`config.mk`:
```
export PLATFORM = sky130hd
export DESIGN_NAME = pst_sequencer
export DESIGN_NICKNAME = d
export VERILOG_FILES = /design/src/inc/pst_pkg.sv /design/src/core/pst_sequencer.sv
export SDC_FILE = /design/constraint.sdc
export NUM_CORES = 1
export LEC_CHECK = 0
export BUFFER_PORTS_ARGS = -buffer_cell sky130_fd_sc_hd__buf_2
export CAP_MARGIN = 20
export CORE_UTILIZATION = 56
export CTS_BUF_LIST = sky130_fd_sc_hd__clkbuf_8
export CTS_CLUSTER_SIZE = 30
export DETAILED_ROUTE_END_ITERATION = 8
export PLACE_DENSITY = 0.83
export SLEW_MARGIN = 10
export SYNTH_ARGS = -nofsm -noshare
export SYNTH_HDL_FRONTEND = slang
export SYNTH_SLANG_ARGS = --single-unit
```
`constraint.sdc`:
```
create_clock -name clk -period 2.9 [get_ports clk]
set_clock_uncertainty 0.1 [all_clocks]
set_input_delay 0.29 -clock clk [delete_from_list [all_inputs] [get_ports clk]]
set_output_delay 0.29 -clock clk [all_outputs]
set_load 0.02 [all_outputs]
```
`src/inc/pst_pkg.sv`:
```
package pst_pkg;
    // ==========================================
    // Timing
    localparam longint CLK_HZ = 125_000_000;
    localparam longint DELAY_WAIT_S = 14;
    localparam longint DELAY_WAIT_CYC = DELAY_WAIT_S * CLK_HZ;
    localparam longint KEY_TIMEOUT_S = 20;
    localparam longint KEY_TIMEOUT_CYC = KEY_TIMEOUT_S * CLK_HZ;
    localparam longint BLINK_MS = 250;
    localparam longint BLINK_CYC = BLINK_MS * (CLK_HZ / 1000);
    localparam logic [1:0] BELL_RINGS = 2'h3;
    localparam logic [1:0] BELL_ONCE = 2'h1;

    // ==========================================
    // Step table: bit 8 marks a full-test-only step
    localparam int FULL_BIT = 8;
    localparam int NUM_STEPS = 30;
    localparam logic [4:0] LAST_STEP = 5'h1D;
    localparam logic [7:0] CODE_ALL_ON = 8'hFF;
    localparam logic [7:0] CODE_KEYS = 8'hFC;
    localparam logic [7:0] CODE_DISPLAY_DONE = 8'h8C;
    localparam logic [8:0] STEP_TAB [0:NUM_STEPS-1] = '{
        9'h1FE, 9'h1FC, 9'h0EF, 9'h0EE, 9'h0EC, 9'h0DF, 9'h1BF, 9'h1BE,
        9'h0BD, 9'h0BC, 9'h0B5, 9'h0BA, 9'h0DE, 9'h1B9, 9'h1B8, 9'h0B7,
        9'h0B6, 9'h0B4, 9'h0FA, 9'h0CE, 9'h08F, 9'h18E, 9'h08D, 9'h08C,
        9'h0AF, 9'h0EB, 9'h0DD, 9'h1DC, 9'h0CD, 9'h0CC
    };

    // ==========================================
    // Sequencer states
    typedef enum logic [3:0] {
        PST_START, PST_LAMPS, PST_SELECT, PST_KEYS, PST_RUN,
        PST_REP_NAME, PST_REP_PART, PST_FATAL, PST_SUB, PST_DONE
    } pst_state_e;
endpackage

```
`src/core/pst_sequencer.sv`:
```
`timescale 1ns/10ps
module pst_sequencer #(
    parameter logic [31:0] DELAY_CYC = 32'(pst_pkg::DELAY_WAIT_CYC),
    parameter logic [31:0] KEY_CYC = 32'(pst_pkg::KEY_TIMEOUT_CYC),
    parameter logic [31:0] BLINK_CYC = 32'(pst_pkg::BLINK_CYC)
) (
    input wire logic clk, // System clock
    input wire logic rst_n, // Master reset, low active
    input wire logic self_test_btn, // Self-test button held
    input wire logic key_press, // Any key struck
    input wire logic return_press, // Return key struck
    input wire logic ctrl_d, // Control-D entered
    input wire logic chk_pass, // Check passed
    input wire logic chk_fail, // Check failed, non-fatal
    input wire logic chk_fatal, // Check failed, fatal
    input wire logic [1:0] sub_count, // Submessage levels of failure
    input wire logic [7:0] sub_code, // Code for selected level
    input wire logic delay_req, // Start one 32K delay wait
    output logic [7:0] indicator_leds, // Eight indicator lights
    output logic shift_lock_lamp, // Shift lock lamp
    output logic [3:0] keyboard_lamps, // Other keyboard lamps
    output logic bell, // Bell strike pulse
    output logic check_start, // Start check pulse
    output logic [7:0] check_code, // Code of current check
    output logic [1:0] sub_sel, // Submessage level shown
    output logic report_valid, // Screen report line pulse
    output logic report_line, // 0 name, 1 failing part
    output logic [7:0] report_code, // Code for screen line
    output logic delay_done, // Delay wait finished pulse
    output logic delay_skip, // Delay memory check skipped
    output logic full_test, // Full self-test pass
    output logic seq_done // Sequence complete
);
    // ==========================================
    // State
    pst_pkg::pst_state_e state_r;
    logic [4:0] idx_r;
    logic [7:0] leds_r;
    logic shift_r;
    logic [3:0] lamps_r;
    logic bell_r;
    logic start_r;
    logic [7:0] code_r;
    logic [1:0] sub_idx_r;
    logic [1:0] sub_max_r;
    logic fatal_r;
    logic rep_r;
    logic rep_line_r;
    logic [7:0] rep_code_r;
    logic disp_ok_r;
    logic skip_r;
    logic full_r;
    logic done_r;
    logic [1:0] rings_r;
    logic [31:0] blink_cnt_r;
    logic tick_r;
    logic [31:0] key_cnt_r;
    logic [31:0] dly_cnt_r;
    logic dly_busy_r;
    logic dly_done_r;
    logic [8:0] entry;
    logic last_step;
    logic key_timeout;

    assign entry = pst_pkg::STEP_TAB[idx_r];
    assign last_step = (idx_r == pst_pkg::LAST_STEP);
    assign key_timeout = (key_cnt_r >= KEY_CYC - 32'h1);

    // ==========================================
    // Blink divider
    always_ff @(posedge clk) begin
        if (!rst_n || blink_cnt_r >= BLINK_CYC - 32'h1) begin
            blink_cnt_r <= 32'h0;
            tick_r <= rst_n;
        end else begin
            blink_cnt_r <= blink_cnt_r + 32'h1;
            tick_r <= 1'b0;
        end
    end

    // ==========================================
    // Key wait timer
    always_ff @(posedge clk) begin
        if (!rst_n || state_r != pst_pkg::PST_KEYS) begin
            key_cnt_r <= 32'h0;
        end else begin
            key_cnt_r <= key_cnt_r + 32'h1;
        end
    end

    // ==========================================
    // Delay memory wait
    // per block wait
    always_ff @(posedge clk) begin
        dly_done_r <= 1'b0;
        if (!rst_n) begin
            dly_busy_r <= 1'b0;
            dly_cnt_r <= 32'h0;
        end else if (delay_req && skip_r) begin
            dly_done_r <= 1'b1;
        end else if (delay_req) begin
            dly_busy_r <= 1'b1;
            dly_cnt_r <= 32'h0;
        end else if (dly_busy_r) begin
            dly_cnt_r <= dly_cnt_r + 32'h1;
            if (dly_cnt_r >= DELAY_CYC - 32'h1) begin
                dly_busy_r <= 1'b0;
                dly_done_r <= 1'b1;
            end
        end
    end

    // ==========================================
    // Control-D capture
    // skip flag set
    always_ff @(posedge clk) begin
        if (!rst_n) begin
            skip_r <= 1'b0;
        end else if (state_r == pst_pkg::PST_KEYS && ctrl_d) begin
            skip_r <= 1'b1;
        end
    end

    // ==========================================
    // Main sequencer
    always_ff @(posedge clk) begin
        start_r <= 1'b0;
        rep_r <= 1'b0;
        bell_r <= 1'b0;
        if (!rst_n) begin
            state_r <= pst_pkg::PST_START;
            idx_r <= 5'h0;
            leds_r <= 8'h00;
            shift_r <= 1'b0;
            lamps_r <= 4'h0;
            code_r <= 8'h00;
            sub_idx_r <= 2'h0;
            sub_max_r <= 2'h0;
            fatal_r <= 1'b0;
            rep_line_r <= 1'b0;
            rep_code_r <= 8'h00;
            disp_ok_r <= 1'b0;
            full_r <= 1'b0;
            done_r <= 1'b0;
            rings_r <= 2'h0;
        end else begin
            case (state_r)
                pst_pkg::PST_START: begin
                    full_r <= self_test_btn;
                    leds_r <= pst_pkg::CODE_ALL_ON;
                    shift_r <= 1'b1;
                    lamps_r <= 4'hF;
                    state_r <= pst_pkg::PST_LAMPS;
                end
                pst_pkg::PST_LAMPS: begin
                    shift_r <= 1'b0;
                    idx_r <= 5'h0;
                    state_r <= pst_pkg::PST_SELECT;
                end
                pst_pkg::PST_SELECT: begin
                    sub_idx_r <= 2'h0;
                    if (entry[pst_pkg::FULL_BIT] && !full_r) begin
                        if (last_step) begin
                            state_r <= pst_pkg::PST_DONE;
                        end else begin
                            idx_r <= idx_r + 5'h1;
                        end
                    end else begin
                        leds_r <= entry[7:0];
                        code_r <= entry[7:0];
                        if (entry[7:0] == pst_pkg::CODE_KEYS) begin
                            bell_r <= 1'b1;
                            state_r <= pst_pkg::PST_KEYS;
                        end else begin
                            start_r <= 1'b1;
                            state_r <= pst_pkg::PST_RUN;
                        end
                    end
                end
                pst_pkg::PST_KEYS: begin
                    shift_r <= tick_r ? ~shift_r : shift_r;
                    if (key_press || key_timeout) begin
                        shift_r <= 1'b0;
                        state_r <= last_step ? pst_pkg::PST_DONE : pst_pkg::PST_SELECT;
                        idx_r <= idx_r + 5'h1;
                    end
                end
                pst_pkg::PST_RUN: begin
                    if (chk_fatal || chk_fail) begin
                        fatal_r <= chk_fatal;
                        sub_max_r <= sub_count;
                        rings_r <= pst_pkg::BELL_RINGS;
                        if (disp_ok_r) begin
                            state_r <= pst_pkg::PST_REP_NAME;
                        end else begin
                            state_r <= chk_fatal ? pst_pkg::PST_FATAL : pst_pkg::PST_SELECT;
                        end
                        if (!chk_fatal && !disp_ok_r) begin
                            idx_r <= idx_r + 5'h1;
                            state_r <= last_step ? pst_pkg::PST_DONE : pst_pkg::PST_SELECT;
                        end
                    end else if (chk_pass) begin
                        if (code_r == pst_pkg::CODE_DISPLAY_DONE) begin
                            disp_ok_r <= 1'b1;
                        end
                        idx_r <= idx_r + 5'h1;
                        state_r <= last_step ? pst_pkg::PST_DONE : pst_pkg::PST_SELECT;
                    end
                end
                pst_pkg::PST_REP_NAME: begin
                    rep_r <= 1'b1;
                    rep_line_r <= 1'b0;
                    rep_code_r <= code_r;
                    state_r <= pst_pkg::PST_REP_PART;
                end
                pst_pkg::PST_REP_PART: begin
                    rep_r <= 1'b1;
                    rep_line_r <= 1'b1;
                    rep_code_r <= sub_code;
                    if (fatal_r) begin
                        state_r <= pst_pkg::PST_FATAL;
                    end else begin
                        idx_r <= idx_r + 5'h1;
                        state_r <= last_step ? pst_pkg::PST_DONE : pst_pkg::PST_SELECT;
                    end
                end
                pst_pkg::PST_FATAL: begin
                    if (tick_r) begin
                        leds_r <= (leds_r == code_r) ? 8'h00 : code_r;
                        if (rings_r != 2'h0) begin
                            bell_r <= 1'b1;
                            rings_r <= rings_r - 2'h1;
                        end
                    end
                    if (return_press) begin
                        if (sub_max_r == 2'h0) begin
                            idx_r <= idx_r + 5'h1;
                            state_r <= last_step ? pst_pkg::PST_DONE : pst_pkg::PST_SELECT;
                        end else begin
                            sub_idx_r <= 2'h1;
                            state_r <= pst_pkg::PST_SUB;
                        end
                    end
                end
                pst_pkg::PST_SUB: begin
                    leds_r <= sub_code;
                    if (return_press) begin
                        if (sub_idx_r < sub_max_r) begin
                            sub_idx_r <= sub_idx_r + 2'h1;
                        end else begin
                            idx_r <= idx_r + 5'h1;
                            state_r <= last_step ? pst_pkg::PST_DONE : pst_pkg::PST_SELECT;
                        end
                    end
                end
                default: begin
                    done_r <= 1'b1;
                end
            endcase
        end
    end

    // ==========================================
    // Outputs
    assign indicator_leds = leds_r;
    assign shift_lock_lamp = shift_r;
    assign keyboard_lamps = lamps_r;
    assign bell = bell_r;
    assign check_start = start_r;
    assign check_code = code_r;
    assign sub_sel = sub_idx_r;
    assign report_valid = rep_r;
    assign report_line = rep_line_r;
    assign report_code = rep_code_r;
    assign delay_done = dly_done_r;
    assign delay_skip = skip_r;
    assign full_test = full_r;
    assign seq_done = done_r;

    // ==========================================
    // Assertions
    logic [2:0] bell_cnt_h;
    always_ff @(posedge clk) begin
        if (!rst_n || state_r != pst_pkg::PST_FATAL) begin
            bell_cnt_h <= 3'h0;
        end else if (bell_r) begin
            bell_cnt_h <= bell_cnt_h + 3'h1;
        end
    end
endmodule

```
==> impl_metrics.ini <==
[drt]
top_layer = met4
wire_per_inst_um = 14.1
dr_total_vias = 6588
ant_nets = 0
m1WireLength_mm = 7.23
wl_met2_mm = 7.50
drc_errors = 0
viasPerCell = 5.80
dr.pass1.iters = 6
drtIter0Drc = 489
drt_wl_total_mm = 16.0
met3WireLength_um = 852

[yosys]
synth_compound_area_share_pct = 15.6
syn_area_um2 = 7330
synth_warnings = 0
synthAdderAreaFrac_pct = 2.73
netlist_instances = 874
yosys.area.top_type_share_pct = 40.7
synth.area.top_cells = dfxtp_1 (41%), nor2_1 (7.6%), xor2_1 (7.5%), nand2_1 (3.8%), a21oi_1 (2.9%)
synthMuxAreaShare_pct = 1.90
synth_top_family_by_area = simple AND/OR/NAND/NOR gates
ys_seq_area_share_pct = 40.7
async_flop_share_pct = 0
ys.flop_type = dfxtp_1
yosys_register_bits = 149
synth-edff-count = 0
synth.largest_area_cell = dfxtp_1
synth-simple-area-share_pct = 25.7
synth-xor-area-share_pct = 10.2
synth_cell_type_count = 73
avgSynthCellArea_um2 = 8.38

[critical_path]
path_cells = or4_1 > or4_4 > a2111oi_4 > o21ai_2 > or4b_1 > nand2_1
path_class = flop to flop
rrSetupSlack_ns = 0.12
cp_max_fo = 13
ff2ff_path_depth = 6
start_kind = flop
endpoint_kind = flop
cpPeakStageDelay_ns = 0.56
arrival_ns = 3.09
required_ns = 3.21
crit_slowest_cell = or4b_1

[clock_network]
clockRootBuffer = clkbuf_8
clkLatencyLatePin_ns = 0.47
cts_inserted_buffers = 17
cts_max_level = 4
cts_buffer_depth = 2
path_clk_slew_ns = 0.08
cts_tree = yes
clock-sinks = 149

[die]
core_area_um2 = 12700
die_area_um2 = 13500
die_h_um = 116
initial_core_util_pct = 57.8
dieWidth_um = 116
rows = 41
boundaryPins = 59

[hold_path]
holdPathStages = 3
hold_class = primary input to flop

[sta]
worst_pin_slew_ns = 0.865
hold_viol = 0
max_freq_mhz = 359
drv_slew = 0
final.setup.worst_slack_ns = 0.118
rsz0062_at_grt = false
fin_crit_sh_pct = 95.9
setup_tns_ns = 0
relSlewSlack_pct = 41.5
whs_ns = 0.0335
period_needed_ns = 2.78
finalSetupViolations = 0

[global_routing]
grt_pass1_wl_mm = 26.3
antenna_found_initial = 0
grt_max_degree = 33
grt_overflow = 0
grt_pass1_vias = 5867
grt_usage_pct = 24.4

[job]
maxCapViolCount = 0

[placed_design]
place_congestion = 0.877
dp_slack_ns = 0.140
dp_hpwl_mm = 11.4
io_buffers = 58

[layout]
layout.nets = 986
post-route-util_pct = 66.4
syn2layout_area_growth_pct = 14.8
drive_gt1_share_pct = 14.8
n_antenna_cell = 0

[power_and_ir_drop]
power.static_leakage_nw = 3.14
p_per_area_nw_per_um2 = 631
ir_drop_mv = 0.354

[run_status]
status = finished, final reports clean
==> power breakdown <==
part | switching (mW) | leakage [nW] | internal (mW)
combinational | 0.775 | 1.72 | 0.468
sequential | 0.143 | 1.21 | 2.17
clock | 0.777 | 0.214 | 0.977
total | 1.70 | 3.14 | 3.62
==> worst max-delay path: cells and delay by family, from the launching register on <==
family / cells / cell delay (ns)
and+or+nand+nor: 4 / 1.69
DFF: 1 / 0.37
AOI/OAI and AO/OA: 2 / 0.57
==> state kept, by name (all words and copies together), names as in the netlist, 2 cells and up <==
register and flops:
state_r 4, blink_cnt_r 32, rings_r 2, idx_r 5
key_cnt_r 32, sub_sel 2, dly_cnt_r 32, report_code 8
check_code 8, indicator_leds 8, sub_max_r 2
==> worst paths after layout <==
check                                 from                          end
setup reg to reg  key_cnt_r[21]$_SDFF_PP0_        idx_r[4]$_SDFFE_PN0P_
setup / recovery  key_cnt_r[21]$_SDFF_PP0_        idx_r[4]$_SDFFE_PN0P_
hold / removal                 sub_code[2]  report_code[2]$_SDFFE_PN0P_
hold reg to reg    key_cnt_r[0]$_SDFF_PP0_      key_cnt_r[0]$_SDFF_PP0_
==> synth_stat cells (3+ instances only) <==
| library cell | instances |
|---|---|
| a211oi_1 | 11 |
| a21o_1 | 3 |
| a21oi_1 | 43 |
| a222oi_1 | 6 |
| a22oi_1 | 10 |
| a311oi_1 | 4 |
| a31oi_1 | 7 |
| and2_1 | 9 |
| and3_1 | 18 |
| and4_1 | 8 |
| buf_4 | 3 |
| clkbuf_1 | 32 |
| dfxtp_1 | 149 |
| ha_1 | 16 |
| inv_1 | 19 |
| mux2_2 | 3 |
| mux2i_1 | 6 |
| nand2_1 | 74 |
| nand2b_1 | 7 |
| nand3_1 | 39 |
| nand4_1 | 15 |
| nor2_1 | 149 |
| nor2b_1 | 8 |
| nor3_1 | 18 |
| nor4_1 | 13 |
| o211ai_1 | 12 |
| o21a_1 | 5 |
| o21ai_0 | 27 |
| o31ai_1 | 3 |
| or2_2 | 4 |
| or3_1 | 8 |
| or4_1 | 3 |
| or4b_2 | 4 |
| xnor2_1 | 22 |
| xor2_1 | 63 |
==> metal layers <==
| layer | vias to the layer above | GRT usage (%) |
|---|---|---|
| li1 | 3258 | - |
| met1 | 3097 | 30.4 |
| met2 | 198 | 39.7 |
| met3 | 35 | 5.81 |
| met4 | 0 | 11.8 |
| met5 | - | 0 |
==> timing repair <==
| item | 4_1_cts | 5_1_grt |
|---|---|---|
| endpoints found under the hold margin | 3 | 0 |
| setup endpoints to repair | 0 | 2 |
| resized for setup | 0 | 3 |
| hold buffers | 3 | 0 |
| setup buffers | 0 | 0 |
==> area by class of cell <==
| class | count | area, um2 |
|---|---|---|
| fillers | 1040 | 4260 |
| multi-input cells | 673 | 4150 |
| flip-flops and latches | 149 | 2980 |
| repair buffers | 90 | 546 |
| clock buffers | 19 | 262 |
| well taps | 172 | 215 |
| clock inverters | 13 | 179 |
| inverters | 19 | 71.3 |
==> stage by stage <==
stage	cell area, um2	std cells	power [mW]
floorplan	7350	880	3.20
global placement	7910	1099	3.55
detailed placement	7910	1099	3.57
CTS	8380	1134	5.31
global route	8410	1135	5.57
finish	8410	1135	5.31
==> layout by cell type, fill, tap and decap left out, types with 8 or more instances in the layout <==
| cell type | n |
|---|---|
| nor2_1 | 149 |
| dfxtp_1 | 148 |
| nand2_1 | 74 |
| xor2_1 | 63 |
| buf_2 | 58 |
| a21oi_1 | 43 |
| nand3_1 | 39 |
| buf_4 | 28 |
| o21ai_0 | 26 |
| xnor2_1 | 22 |
| inv_1 | 19 |
| clkbuf_8 | 19 |
| nor3_1 | 18 |
| and3_1 | 18 |
| ha_1 | 16 |
| nand4_1 | 15 |
| nor4_1 | 13 |
| o211ai_1 | 12 |
| a211oi_1 | 11 |
| a22oi_1 | 10 |
| and2_1 | 9 |
| and4_1 | 8 |
| or3_1 | 8 |
| nor2b_1 | 8 |
==> cell families (layout without fill, tap and decap cells) <==
group / Yosys count / count (layout)
AOI/OAI and AO/OA: 165 / 165
adders and majority gates: 16 / 16
muxes: 11 / 11
and+or+nand+nor: 389 / 389
buffers and inverters: 58 / 141
other: 1 / 7
DFF: 149 / 149
xor gates and xnor gates: 85 / 85
(Power assumes the default switching activity.)
